**config.mk**
```make
export PLATFORM = sky130hd
export DESIGN_NAME = system_clock_select
export DESIGN_NICKNAME = d
export VERILOG_FILES = /design/src/logic/clock_select_pkg.sv /design/src/logic/system_clock_select.sv
export SDC_FILE = /design/constraint.sdc
export NUM_CORES = 1
export LEC_CHECK = 0
export BUFFER_PORTS_ARGS = -buffer_cell sky130_fd_sc_hd__buf_2
export CAP_MARGIN = 15
export CORE_MARGIN = 5
export CORE_UTILIZATION = 46
export DETAILED_ROUTE_END_ITERATION = 12
export PLACE_DENSITY_LB_ADDON = 0.05
export SYNTH_ARGS = -nofsm -noshare
export SYNTH_HDL_FRONTEND = slang
export SYNTH_SLANG_ARGS = --single-unit
```
**constraint.sdc**
```tcl
create_clock -name pclk -period 1.85 [get_ports pclk]
set_clock_uncertainty 0.15 [all_clocks]
set_input_delay 0.0925 -clock pclk [delete_from_list [all_inputs] [get_ports pclk]]
set_output_delay 0.0925 -clock pclk [all_outputs]
set_load 0.005 [all_outputs]
```
**src/logic/clock_select_pkg.sv**
```systemverilog
package clock_select_pkg;

  // register byte offsets on the APB
  localparam logic [7:0] OSC_CONTROL_OFFSET  = 8'h00;
  localparam logic [7:0] CLOCK_DIVISOR_OFFSET = 8'h04;
  localparam logic [7:0] FEEDBACK_DIV_OFFSET  = 8'h08;
  localparam logic [7:0] UNLOCK_OFFSET        = 8'h0C;

  // unlock keys, written in this order to the unlock register
  localparam logic [15:0] UNLOCK_KEY1 = 16'h0057;
  localparam logic [15:0] UNLOCK_KEY2 = 16'h00AA;

  // oscillator control field positions
  localparam int CUR_SRC_LSB   = 12;
  localparam int NEW_SRC_LSB   = 8;
  localparam int SET_LOCK_BIT  = 7;
  localparam int PLL_LOCK_BIT  = 5;
  localparam int FAIL_BIT      = 3;
  localparam int SEC_EN_BIT    = 1;
  localparam int SWITCH_BIT    = 0;

  // clock divisor field positions
  localparam int ROI_BIT        = 15;
  localparam int SLOW_LSB       = 12;
  localparam int SLOW_EN_BIT    = 11;
  localparam int FRC_POST_LSB   = 8;
  localparam int POST_LSB       = 6;
  localparam int PRE_LSB        = 0;

  // reset values
  localparam logic [15:0] CLOCK_DIVISOR_RESET = 16'h3040;
  localparam logic [8:0]  FEEDBACK_DIV_RESET  = 9'h030;

  // postscaler reserved code
  localparam logic [1:0] POST_RESERVED = 2'b10;

  // source codes
  typedef enum logic [2:0] {
    SRC_FAST_RC     = 3'h0,
    SRC_FAST_RC_PLL = 3'h1,
    SRC_PRIMARY     = 3'h2,
    SRC_PRIMARY_PLL = 3'h3,
    SRC_SECONDARY   = 3'h4,
    SRC_LOW_POWER   = 3'h5,
    SRC_FRC_DIV16   = 3'h6,
    SRC_FRC_DIV_N   = 3'h7
  } source_t;

  // primary submodes
  typedef enum logic [1:0] {
    PRI_EXT_CLOCK = 2'h0,
    PRI_STD_XTAL  = 2'h1,
    PRI_HS_XTAL   = 2'h2,
    PRI_OFF       = 2'h3
  } primary_mode_t;

  // factors presented to the oscillator macros
  typedef struct packed {
    logic [5:0] prescale;
    logic [9:0] multiplier;
    logic [3:0] postscale;
    logic       post_valid;
    logic [8:0] frc_divide;
    logic [3:0] slow_divide;
  } clock_factors_t;

endpackage

```
**src/logic/system_clock_select.sv**
```systemverilog
// Summary of operation
// - power-on source comes from config fields
// - instruction and peripheral clocks are source/2
// - prescaler code gives divide by code+2
// - feedback field sets the multiplier
// - multiplier is code+2, reset code gives 50
// - postscaler 2,4,8; code 10 reserved
// - output is input*M/(N1*N2)
// - eight-code source encoding, erased is 111
// - primary submode only for primary sources
// - switch request clears when switch done
// - control writes need unlock sequence
// - secondary enable bit turns oscillator on/off
// - interrupt with recover bit clears slowdown
// - fast RC postscaler divides by power two
`timescale 1ns/1ps
module system_clock_select
  import clock_select_pkg::*;
#(
  parameter int SWITCH_SETTLE = 10
) (
  // apb
  input  wire logic        pclk,
  input  wire logic        presetn,
  input  wire logic        psel,
  input  wire logic        penable,
  input  wire logic        pwrite,
  input  wire logic [7:0]  paddr,
  input  wire logic [31:0] pwdata,
  output logic      [31:0] prdata,
  output logic             pready,
  output logic             pslverr,
  // configuration fields
  input  wire logic [2:0]  initial_source_select,
  input  wire logic [1:0]  primary_submode_select,
  // oscillator status and events
  input  wire logic        pll_lock_in,
  input  wire logic        clock_fail_in,
  input  wire logic        interrupt_in,
  // clock control outputs
  output source_t          active_source,
  output primary_mode_t    primary_mode,
  output logic             pll_in_use,
  output logic             secondary_osc_on,
  output clock_factors_t   factors,
  output logic             sys_clk_div2,
  output logic             proc_clk_en
);

  // two-flop synchronisers for pins from outside
  // lock, fail and interrupt come from other clock domains; straps from fuses
  // only the second stage of each pair is read by logic
  logic [1:0] lock_sync, fail_sync, irq_sync, cfg_sync;
  logic [2:0] src_cfg_s1, src_cfg_s2;
  logic [1:0] mode_cfg_s1, mode_cfg_s2;
  always_ff @(posedge pclk or negedge presetn) begin
    if (!presetn) begin
      lock_sync   <= 2'h0;
      fail_sync   <= 2'h0;
      irq_sync    <= 2'h0;
      src_cfg_s1  <= 3'h7;
      src_cfg_s2  <= 3'h7;
      mode_cfg_s1 <= 2'h3;
      mode_cfg_s2 <= 2'h3;
    end else begin
      lock_sync   <= {lock_sync[0], pll_lock_in};
      fail_sync   <= {fail_sync[0], clock_fail_in};
      irq_sync    <= {irq_sync[0], interrupt_in};
      src_cfg_s1  <= initial_source_select;
      src_cfg_s2  <= src_cfg_s1;
      mode_cfg_s1 <= primary_submode_select;
      mode_cfg_s2 <= mode_cfg_s1;
    end
  end

  // strap capture: config is taken a few edges after release, then held
  // two edges fill the strap synchroniser before the capture edge
  // capturing once means a strap that moves later changes nothing
  always_ff @(posedge pclk or negedge presetn) begin
    if (!presetn) cfg_sync <= 2'h0;
    else if (cfg_sync != 2'h3) cfg_sync <= cfg_sync + 2'h1;
  end
  logic cfg_load;
  assign cfg_load = (cfg_sync == 2'h2);

  // apb decode, zero wait states
  // every register answers in its access cycle, so pready never drops
  // an unmapped access is flagged with pslverr; a write there only disarms the unlock
  logic wr_en, rd_en;
  assign wr_en   = psel & penable & pwrite;
  assign rd_en   = psel & ~pwrite;
  assign pready  = 1'b1;
  assign pslverr = psel & penable & ~(paddr == OSC_CONTROL_OFFSET ||
                   paddr == CLOCK_DIVISOR_OFFSET || paddr == FEEDBACK_DIV_OFFSET ||
                   paddr == UNLOCK_OFFSET);

  // unlock sequence: key1 then key2 arms one control write
  // key2 must follow key1 with no other write between, reads do not disarm; the armed state lasts for one write
  // this guards the clock setup against a stray store from runaway code
  logic [1:0] unlock_reg;
  logic       ctrl_wr;
  assign ctrl_wr = wr_en && paddr == OSC_CONTROL_OFFSET && unlock_reg == 2'h2;
  always_ff @(posedge pclk or negedge presetn) begin
    if (!presetn) unlock_reg <= 2'h0;
    else if (wr_en) begin
      if (paddr == UNLOCK_OFFSET && pwdata[15:0] == UNLOCK_KEY1) unlock_reg <= 2'h1;
      else if (paddr == UNLOCK_OFFSET && pwdata[15:0] == UNLOCK_KEY2 && unlock_reg == 2'h1)
        unlock_reg <= 2'h2;
      else unlock_reg <= 2'h0; // any other write disarms, so one write per unlock
    end
  end

  // oscillator control state
  // the fail input is a level, so the flag is held set while it lasts
  source_t       cur_src_reg, new_src_reg;
  primary_mode_t pri_mode_reg;
  logic          set_lock_reg, sec_en_reg, switch_reg, fail_reg;
  logic [3:0]    settle_reg;
  logic          fail_evt;
  assign fail_evt = fail_sync[1];

  // source registers: config loads at power-on, switch moves new to current
  // the strap load wins over everything else in its one cycle
  // the setting lock freezes only the new source field, not the request
  always_ff @(posedge pclk or negedge presetn) begin
    if (!presetn) begin
      cur_src_reg  <= SRC_FRC_DIV_N;
      new_src_reg  <= SRC_FRC_DIV_N;
      pri_mode_reg <= PRI_OFF;
    end else if (cfg_load) begin
      cur_src_reg  <= source_t'(src_cfg_s2);
      new_src_reg  <= source_t'(src_cfg_s2);
      pri_mode_reg <= primary_mode_t'(mode_cfg_s2);
    end else begin
      if (ctrl_wr && !set_lock_reg)
        new_src_reg <= source_t'(pwdata[NEW_SRC_LSB +: 3]);
      if (switch_reg && settle_reg == 4'(SWITCH_SETTLE))
        cur_src_reg <= new_src_reg;
    end
  end

  // switch request: cleared at once if redundant, else after lock and settle
  // a pll target waits for the synchronised lock before settling starts
  // settle counts pclk cycles, a stand-in for cycles of the new clock
  // a request that lands on the strap load cycle is dropped
  logic pll_target;
  assign pll_target = (new_src_reg == SRC_PRIMARY_PLL) || (new_src_reg == SRC_FAST_RC_PLL);
  always_ff @(posedge pclk or negedge presetn) begin
    if (!presetn) begin
      switch_reg <= 1'b0;
      settle_reg <= 4'h0;
    end else if (!switch_reg) begin
      settle_reg <= 4'h0;
      if (ctrl_wr && pwdata[SWITCH_BIT] && !cfg_load) switch_reg <= 1'b1;
    end else if (cur_src_reg == new_src_reg) begin
      switch_reg <= 1'b0;
    end else if (settle_reg == 4'(SWITCH_SETTLE)) begin
      switch_reg <= 1'b0;
    end else if (!pll_target || lock_sync[1]) begin
      settle_reg <= settle_reg + 4'h1;
    end
  end

  // clock setting lock and secondary enable
  // the secondary enable follows software even while a switch runs
  always_ff @(posedge pclk or negedge presetn) begin
    if (!presetn) begin
      set_lock_reg <= 1'b0;
      sec_en_reg   <= 1'b0;
    end else if (ctrl_wr) begin
      set_lock_reg <= pwdata[SET_LOCK_BIT];
      sec_en_reg   <= pwdata[SEC_EN_BIT];
    end
  end

  // fail flag: hardware sets, software clears by writing zero; set wins
  // a real switch starts with a clean flag, a redundant one leaves it
  // set wins so a failure seen during a clear is never lost
  logic switch_start;
  assign switch_start = switch_reg && settle_reg == 4'h0 && cur_src_reg != new_src_reg;
  always_ff @(posedge pclk or negedge presetn) begin
    if (!presetn) fail_reg <= 1'b0;
    else if (fail_evt) fail_reg <= 1'b1;
    else if ((ctrl_wr && !pwdata[FAIL_BIT]) || switch_start) fail_reg <= 1'b0;
  end

  // clock divisor register
  // bit 5 is unimplemented and always reads zero
  // the interrupt is edge detected, so a held level clears the enable once
  logic [15:0] div_reg;
  logic [8:0]  fbd_reg;
  logic        irq_prev;
  always_ff @(posedge pclk or negedge presetn) begin
    if (!presetn) irq_prev <= 1'b0;
    else irq_prev <= irq_sync[1];
  end
  always_ff @(posedge pclk or negedge presetn) begin
    if (!presetn) div_reg <= CLOCK_DIVISOR_RESET;
    else begin
      if (wr_en && paddr == CLOCK_DIVISOR_OFFSET)
        div_reg <= {pwdata[15:6], 1'b0, pwdata[4:0]};
      // interrupt edge wins over a concurrent write of the enable
      if (div_reg[ROI_BIT] && irq_sync[1] && !irq_prev)
        div_reg[SLOW_EN_BIT] <= 1'b0;
    end
  end

  // feedback divisor register
  // bits above the nine-bit field are dropped; reset code 48 gives 50
  always_ff @(posedge pclk or negedge presetn) begin
    if (!presetn) fbd_reg <= FEEDBACK_DIV_RESET;
    else if (wr_en && paddr == FEEDBACK_DIV_OFFSET) fbd_reg <= pwdata[8:0];
  end

  // factors for the analog macros; output = in*M/(N1*N2)
  // the macros see factors, not codes, so they need no decode of their own
  // the reserved postscaler code gives no divisor and drops post_valid
  logic [1:0] post_code;
  logic [2:0] slow_code;
  assign post_code = div_reg[POST_LSB +: 2];
  assign slow_code = div_reg[SLOW_EN_BIT] ? div_reg[SLOW_LSB +: 3] : 3'h0;
  always_comb begin
    factors.prescale   = {1'b0, div_reg[PRE_LSB +: 5]} + 6'h02;
    factors.multiplier = {1'b0, fbd_reg} + 10'h002;
    factors.post_valid = (post_code != POST_RESERVED);
    unique case (post_code)
      2'b00:   factors.postscale = 4'h2;
      2'b01:   factors.postscale = 4'h4;
      2'b11:   factors.postscale = 4'h8;
      default: factors.postscale = 4'h0; // reserved: no divisor
    endcase
    unique case (div_reg[FRC_POST_LSB +: 3])
      3'h0: factors.frc_divide = 9'h001;
      3'h1: factors.frc_divide = 9'h002;
      3'h2: factors.frc_divide = 9'h004;
      3'h3: factors.frc_divide = 9'h008;
      3'h4: factors.frc_divide = 9'h010;
      3'h5: factors.frc_divide = 9'h020;
      3'h6: factors.frc_divide = 9'h040;
      3'h7: factors.frc_divide = 9'h100; // top code jumps to 1:256
    endcase
    unique case (slow_code)
      3'h0:    factors.slow_divide = 4'h1;
      3'h1:    factors.slow_divide = 4'h2;
      3'h2:    factors.slow_divide = 4'h4;
      default: factors.slow_divide = 4'h8; // 1:8 and wider codes saturate
    endcase
  end

  // the submode only means something while a primary source runs
  assign active_source    = cur_src_reg;
  assign primary_mode     = (cur_src_reg == SRC_PRIMARY || cur_src_reg == SRC_PRIMARY_PLL) ?
                            pri_mode_reg : PRI_OFF;
  assign pll_in_use       = (cur_src_reg == SRC_PRIMARY_PLL) ||
                            (cur_src_reg == SRC_FAST_RC_PLL);
  assign secondary_osc_on = sec_en_reg;

  // reference divide by two for instruction/peripheral time base
  // a toggle stands in for the half-rate tick; no second clock is made
  always_ff @(posedge pclk or negedge presetn) begin
    if (!presetn) sys_clk_div2 <= 1'b0;
    else sys_clk_div2 <= ~sys_clk_div2;
  end

  // processor slowdown: one enable per ratio peripheral ticks
  // the count moves only on half-rate ticks, so ratios are of the peripheral clock
  // a new ratio takes hold at the next half-rate tick, without waiting for a wrap
  logic [3:0] slow_cnt;
  always_ff @(posedge pclk or negedge presetn) begin
    if (!presetn) slow_cnt <= 4'h0;
    else if (sys_clk_div2) slow_cnt <= (slow_cnt + 4'h1 >= factors.slow_divide) ? 4'h0 :
                                       slow_cnt + 4'h1;
  end
  assign proc_clk_en = sys_clk_div2 && slow_cnt == 4'h0;

  // register read mux, registered data
  // read data is captured in the setup cycle and stands through access
  // unimplemented bits and the write-only unlock register read as zero
  logic [15:0] osc_view;
  always_comb begin
    osc_view = 16'h0000;
    osc_view[CUR_SRC_LSB +: 3] = cur_src_reg;
    osc_view[NEW_SRC_LSB +: 3] = new_src_reg;
    osc_view[SET_LOCK_BIT]     = set_lock_reg;
    osc_view[PLL_LOCK_BIT]     = lock_sync[1];
    osc_view[FAIL_BIT]         = fail_reg;
    osc_view[SEC_EN_BIT]       = sec_en_reg;
    osc_view[SWITCH_BIT]       = switch_reg;
  end
  always_ff @(posedge pclk or negedge presetn) begin
    if (!presetn) prdata <= 32'h0000_0000;
    else if (rd_en && !penable) begin
      unique case (paddr)
        OSC_CONTROL_OFFSET:   prdata <= {16'h0000, osc_view};
        CLOCK_DIVISOR_OFFSET: prdata <= {16'h0000, div_reg};
        FEEDBACK_DIV_OFFSET:  prdata <= {23'h000000, fbd_reg};
        default:              prdata <= 32'h0000_0000;
      endcase
    end
  end

endmodule

```
# [Word-level counts from Yosys, hierarchy flattened]
# Memory sizes are Yosys's and may differ from the RTL's.
# Cells that the tools add are included.
[word_totals] word_cells=129 mem_count=1 register_bits=98 output_inout_bits=77 mem_bits_ro=64
[memory_table] name="(no name shown)" depth=8 width=8 rd=1 rd_clocked_by_memory_dff=0 write_ports=0 line_no="system_clock_select.sv:232" source="unique case (div_reg[FRC_POST_LSB +: 3])"
[classes] n_addsub=5 n_bitwise=7 eq_ne=25 muxes=24 n_reduce_logical=42 order_cmp=1
[op_table] cell="16-bit one-hot mux with 3 select lines" count=1
[op_table] cell="4-bit one-hot mux with 3 select lines" count=2
[op_table] cell="4-bit 2-to-1 mux" count=5
[op_table] cell="1-bit logical AND" count=18
[op_table] cell="16-bit by 7-bit equality test with 1-bit output, second input constant" count=1
[op_table] cell="16-bit by 8-bit equality test with 1-bit output, second input constant" count=1
[op_table] cell="8-bit by 4-bit equality test with 1-bit output, second input constant" count=2
[op_table] cell="3-bit 2-to-1 mux" count=5
[op_table] cell="3-bit by 2-bit equality test with 1-bit output, second input constant" count=4
[op_table] cell="12-bit 2-to-1 mux" count=1
[op_table] cell="9-bit by 2-bit adder with 10-bit output, second input constant" count=1
[op_table] cell="3-bit by 1-bit equality test with 1-bit output, second input constant" count=3
[op_table] cell="4-bit by 1-bit adder with 4-bit output, second input constant" count=2
[op_table] cell="8-bit by 3-bit equality test with 1-bit output, second input constant" count=1
[op_table] cell="4-bit logical NOT" count=2
[op_table] cell="8-bit logical NOT" count=1
[op_table] cell="1-bit logical OR" count=8
[op_table] cell="2-bit != test, second input constant" count=4
[op_table] cell="2-bit nonzero test" count=4
[op_table] cell="1-bit 2-to-1 mux" count=7
[op_table] cell="5-bit by 2-bit adder with 6-bit output, second input constant" count=1
[op_table] cell="2-bit equality test, second input constant" count=3
[op_table] cell="1-bit logical NOT" count=6
[op_table] cell="2-bit 2-to-1 mux" count=3
[op_table] cell="12 further kinds" count=18

# [Logic depth before layout (Yosys ltp)]
[depth] depth_word=8 ltp_mapped=6 depth_no_buf=6

# [Least setup slack after synthesis]
# No wires, ideal clock.
[synth_timing] path_kind="register -> register" startpoint="register div_reg[13]" endpoint="register slow_cnt[0]" slack_ps=8 n_path_buf=0 path_stages_with_launch=7 setup_time_ps=79 arrival_ps=1613 path_cell_list="dfstp_2 -> a21o_1 -> nand2_1 -> ha_1 -> a211oi_1 -> o21ai_0 -> mux2i_1"
[synth_between] elab_chain_len=5 elab_cells_between_ends=7
[synth_rtl] element="start: declaration" line_no="system_clock_select.sv:190" source="logic [15:0] div_reg;"
[synth_rtl] element="start signal: assignment" line_no="system_clock_select.sv:201" source="div_reg <= {pwdata[15:6], 1'b0, pwdata[4:0]};"
[synth_rtl] element="3-bit 2-to-1 mux (*)" line_no="system_clock_select.sv:221" source="assign slow_code = div_reg[SLOW_EN_BIT] ? div_reg[SLOW_LSB +: 3] : 3'h0;"
[synth_rtl] element="3-bit by 2-bit equality test with 1-bit output (tied with other cells)" line_no="system_clock_select.sv:242" source="unique case (slow_code)"
[synth_rtl] element="4-bit one-hot mux with 3 select lines (*)" line_no="system_clock_select.sv:242"
[synth_rtl] element="4-bit >= comparator (*)" line_no="system_clock_select.sv:271" source="else if (sys_clk_div2) slow_cnt <= (slow_cnt + 4'h1 >= factors.slow_divide) ? 4'h0 :"
[synth_rtl] element="4-bit 2-to-1 mux (*)" line_no="system_clock_select.sv:271"
[synth_rtl] element="end signal: assignment" line_no="system_clock_select.sv:271"
[synth_rtl] element="end: declaration" line_no="system_clock_select.sv:268" source="logic [3:0] slow_cnt;"
# Mark *: on every way between the ends. The rest lies on a longest branch, timed or not.
# A chain may end at the register's enable or synchronous reset.

# [Worst setup path after layout]
[layout_timing] startpoint="register cur_src_reg[1] (netlist: active_source[1])" endpoint="output port primary_mode[0]"
[layout_between] elab_chain_len=3 elab_cells_between_ends=4
[layout_rtl] element="start: declaration" line_no="system_clock_select.sv:115" source="source_t cur_src_reg, new_src_reg;"
[layout_rtl] element="start signal: assignment" line_no="system_clock_select.sv:131" source="cur_src_reg <= source_t'(src_cfg_s2);"
[layout_rtl] element="start signal: assignment" line_no="system_clock_select.sv:138" source="cur_src_reg <= new_src_reg;"
[layout_rtl] element="3-bit by 2-bit equality test with 1-bit output" line_no="system_clock_select.sv:252" source="assign primary_mode = (cur_src_reg == SRC_PRIMARY || cur_src_reg == SRC_PRIMARY_PLL) ?"
[layout_rtl] element="1-bit logical OR (*)" line_no="system_clock_select.sv:252"
[layout_rtl] element="2-bit 2-to-1 mux (*)" line_no="system_clock_select.sv:252"
[layout_rtl] element="end: declaration" line_no="system_clock_select.sv:42" source="output primary_mode_t primary_mode,"
# Marks and branches as above.

==> report_table.html <==
<table>
<tr><th>Metric</th><th>Value</th></tr>
<tr><th colspan="2">Worst setup path</th></tr>
<tr><td>CP Class</td><td>flop to output pin</td></tr>
<tr><td>Endpoint class of the critical path</td><td>output pin</td></tr>
<tr><td>Crit-path slowest cell</td><td>dfstp_2</td></tr>
<tr><td>Critical Path Start Type</td><td>flop</td></tr>
<tr><td>Data required time of the worst path</td><td>around 1.6 ns</td></tr>
<tr><td>Cell-by-cell trace of the critical path</td><td>or3b_2, buf_2</td></tr>
<tr><td>Arrival time at the worst endpoint</td><td>between 1.5 and 2 ns</td></tr>
<tr><td>Critical path fanouts, max</td><td>6</td></tr>
<tr><td>Biggest cell delay along the critical path</td><td>0.62 ns</td></tr>
<tr><th colspan="2">Placed design</th></tr>
<tr><td>Setup Slack @ Placement</td><td>-0.1397 ns</td></tr>
<tr><td>Number of buffers inserted by port buffering</td><td>94</td></tr>
<tr><td>Placed Instance Area</td><td>4761 um^2</td></tr>
<tr><td>DPL Wire Length</td><td>7.212 mm</td></tr>
<tr><td>Weighted congestion at the end of routability-driven global placement</td><td>0.8017</td></tr>
<tr><th colspan="2">GRT</th></tr>
<tr><td>Overall overflow remaining after global route</td><td>0</td></tr>
<tr><td>Number of antenna violations at the first check in global routing</td><td>0</td></tr>
<tr><td>Via count of the first global-routing pass</td><td>between 3000 and 4000</td></tr>
<tr><td>Global-route wire length before repair</td><td>around 16 mm</td></tr>
<tr><td>Maximum number of pins on one net before global-route repair</td><td>38</td></tr>
<tr><td>Total global-route track usage</td><td>between 10% and 20%</td></tr>
<tr><th colspan="2">Synthesis</th></tr>
<tr><td>Number of synthesized flops with an enable pin</td><td>0</td></tr>
<tr><td>Mean instance size in the synthesized netlist</td><td>approximately 11 um^2</td></tr>
<tr><td>Syn. warnings</td><td>0</td></tr>
<tr><td>Adder-cell share of the synthesized area</td><td>under 10%</td></tr>
<tr><td>Synthesized flop and latch total</td><td>82</td></tr>
<tr><td>Async set or reset register ratio after synthesis</td><td>100.0%</td></tr>
<tr><td>Simple-gate share of the synthesized area</td><td>14.82%</td></tr>
<tr><td>Main synth FF type</td><td>dfrtp_1</td></tr>
<tr><td>Area of the mapped netlist</td><td>just over 4000 um^2</td></tr>
<tr><td>Most repeated cell in the gate-level netlist after synthesis</td><td>dfrtp_1</td></tr>
<tr><td>Area contributors post-synth</td><td>dfrtp_1 36%, dfstp_2 15%, mux2_2 7.4%</td></tr>
<tr><td>Fraction of post-synthesis cell area in the top cell type by area</td><td>35.98%</td></tr>
<tr><td>Post-Synthesis Cells</td><td>about 370</td></tr>
<tr><td>Share of synthesized area occupied by flip-flops and latches</td><td>50.70%</td></tr>
<tr><td>Compound-Gate Fraction of Synth Area</td><td>under 10%</td></tr>
<tr><td>Leading area contributor after synthesis</td><td>dfrtp_1</td></tr>
<tr><td>Proportion of synthesized area in mux cells</td><td>between 10% and 20%</td></tr>
<tr><td>Synth Area in XOR/XNOR</td><td>2.988%</td></tr>
<tr><td>Synth unique cells</td><td>50</td></tr>
<tr><td>Combinational family with the most area after synthesis</td><td>simple AND/OR/NAND/NOR gates</td></tr>
<tr><td>Commonest cells in the netlist</td><td>59 x dfrtp_1, 40 x nand2_1, 27 x mux2_2</td></tr>
<tr><th colspan="2">Clock tree</th></tr>
<tr><td>TritonCTS clock tree</td><td>yes</td></tr>
<tr><td>Skew-Pair Late Insertion Delay</td><td>approximately 0.35 ns</td></tr>
<tr><td>CTS Sinks</td><td>a little over 80</td></tr>
<tr><td>Cell at the root of the clock tree</td><td>clkbuf_8</td></tr>
<tr><td>CTS H-tree depth</td><td>3</td></tr>
<tr><td>Maximum count of clock buffers along a single path</td><td>2</td></tr>
<tr><td>Clock transition at path regs</td><td>around 0.090 ns</td></tr>
<tr><td>Number of buffers added by the clock tree synthesis step</td><td>9</td></tr>
<tr><th colspan="2">Floorplan</th></tr>
<tr><td>Die outline height</td><td>between 100 and 150 um</td></tr>
<tr><td>DIE AREA</td><td>~11000 um^2</td></tr>
<tr><td>Standard cell core area</td><td>8721 um^2</td></tr>
<tr><td># IOs</td><td>between 100 and 150</td></tr>
<tr><td>Initial Util</td><td>between 40% and 50%</td></tr>
<tr><td>Cell row count</td><td>34</td></tr>
<tr><td>Die Span X</td><td>between 100 and 150 um</td></tr>
<tr><th colspan="2">Cells and area</th></tr>
<tr><td>Final Core Density</td><td>about 61%</td></tr>
<tr><td>Flip-flop count of the largest register, all copies and words added</td><td>16</td></tr>
<tr><td>Antenna diode instance count</td><td>0</td></tr>
<tr><td>Layout Cell Area excl Fill</td><td>between 5000 and 6000 um^2</td></tr>
<tr><td>Fraction of layout instances using a drive strength above 1</td><td>40.39%</td></tr>
<tr><td>Layout overhead on the synthesized area</td><td>30.55%</td></tr>
<tr><td>Final-stage net count</td><td>~580</td></tr>
<tr><th colspan="2">Status</th></tr>
<tr><td>Result of the run</td><td>finished, final reports clean</td></tr>
<tr><th colspan="2">Detailed routing</th></tr>
<tr><td>Via-per-instance ratio</td><td>~5.1</td></tr>
<tr><td>Drt drc</td><td>0</td></tr>
<tr><td>Total length of routed wires</td><td>9.998 mm</td></tr>
<tr><td>Routed wire per std cell</td><td>roughly 16 um</td></tr>
<tr><td>Violation count after the first detailed-route iteration</td><td>146</td></tr>
<tr><td>Final ANT Viol Nets</td><td>0</td></tr>
<tr><td>First-pass detailed-route iteration total</td><td>4</td></tr>
<tr><td>Via count of the routed design</td><td>approximately 3200</td></tr>
<tr><th colspan="2">Timing</th></tr>
<tr><td>Setup repair after global routing missed its margin</td><td>true</td></tr>
<tr><td>Final Max Tran Viols</td><td>0</td></tr>
<tr><td>Period Utilization, post-route</td><td>97.61%</td></tr>
<tr><td>Final hold violations</td><td>0</td></tr>
<tr><td>Number of setup violations in the final report</td><td>0</td></tr>
<tr><td>Clock period minus worst slack</td><td>~1.8 ns</td></tr>
<tr><td>PnR worst setup slack</td><td>between 0.04 and 0.05 ns</td></tr>
<tr><td>Maximum clock frequency</td><td>553.8 MHz</td></tr>
<tr><th colspan="2">Pwr</th></tr>
<tr><td>Leakage power summed over all cells</td><td>around 0.0027 uW</td></tr>
<tr><td>Power density normalized to cell area</td><td>between 600 and 700 nW/um^2</td></tr>
<tr><td>Highest ir drop seen on vdd</td><td>approximately 0.57 mV</td></tr>
<tr><th colspan="2">Job</th></tr>
<tr><td>Number of violations of the max-capacitance limit</td><td>0</td></tr>
<tr><th colspan="2">Hold path</th></tr>
<tr><td>Type of the tightest min-delay check</td><td>input pin to flop</td></tr>
</table>
[layout by cell type (no fill, tap or decap), drive strengths merged, types with 4 or more instances in the layout]
| cell type | count |
|---|---|
| nor2b | 5 |
| clkbuf | 12 |
| dfrtp | 59 |
| buf | 122 |
| nand2b | 5 |
| xor2 | 7 |
| nor2 | 9 |
| nor3 | 5 |
| nand3 | 7 |
| conb | 19 |
| ha | 13 |
| mux2i | 23 |
| dfstp | 23 |
| nand4 | 7 |
| a22o | 7 |
| and3 | 5 |
| o31ai | 4 |
| nand2 | 40 |
| mux2 | 27 |
| nor3b | 4 |
| xnor2 | 7 |
| dlygate4sd3 | 26 |
| o21ai | 24 |
| inv | 17 |
[layer usage]
layer | vias up | GRT usage, % | wire length, um
li1 | 1537 | - | -
met1 | 1533 | 23.09 | 4238
met2 | 75 | 31.22 | 5135
met3 | 10 | 3.849 | 507
met4 | 0 | 5.550 | 117
met5 | - | 0 | 0
[cell families (layout without fill, tap and decap cells)]
kind of cell	after synthesis	in the layout
buffers and inverters	49	180
other	2	19
AOI/OAI and AO/OA	49	49
and+or+nand+nor	108	108
DFF	82	82
muxes	50	50
adders and majority gates	13	13
xor gates and xnor gates	14	14
[critical path, delay by kind of cell, from the launching register on]
kind / cells / cell delay, ns
simple gates: 1 / 0.46
flops: 1 / 0.62
buf+inv: 1 / 0.14
[cell type report]
cell class	count	area (um^2)
Tap cell	108	135.1
Clock buffer	12	166.4
Sequential cell	82	2085
Timing Repair Buffer	148	955.9
Multi-Input combinational cell	253	1909
Fill cell	733	3363
Clock inverter	4	46.29
Inverter	16	60.06
[per-stage QoR]
step | power (uW) | hold slack [ns] | std cells | TNS, ns
after global placement | 2209 | -0.06758 | 577 | -0.1262
final | 3588 | 0.02415 | 623 | 0
after CTS | 3642 | 0.0005311 | 618 | -0.0008955
after detailed placement | 2213 | -0.06908 | 577 | -0.2525
after global routing | 3758 | 0.01623 | 623 | -0.2290
after floorplan | 2058 | -0.3531 | 384 | 0
[what timing repair did]
| item | in CTS | in global routing |
|---|---|---|
| endpoints found under the setup margin | 6 | 9 |
| buffers inserted | 0 | 5 |
| gates resized for setup | 3 | 16 |
| hold endpoints to repair | 103 | 0 |
| pin swaps | 2 | 7 |
| hold buffers | 26 | 0 |
[power breakdown]
group          switching, uW  leakage, uW  internal (uW)
sequential              45.4      0.00102           1860
combinational            165      0.00154            153
clock                    628     0.000112            740
total                    838      0.00268           2750
[path summary, 6_finish.rpt]
kind	from	to	slack (ns)	cells after the start
setup reg to reg	slow_cnt[0]	slow_cnt[0]	0.05	6
min in group asynchronous	presetn	prdata[3]	0.08	2
setup / recovery	active_source[1]	primary_mode[0]	0.04	2
hold / removal	penable	unlock_reg[0]	0.02	3
hold reg to reg	fail_sync[0]	fail_sync[1]	0.20	0
max in group asynchronous	presetn	new_src_reg[1]	0.84	3
No activity file was read; power rests on OpenSTA's default activity.
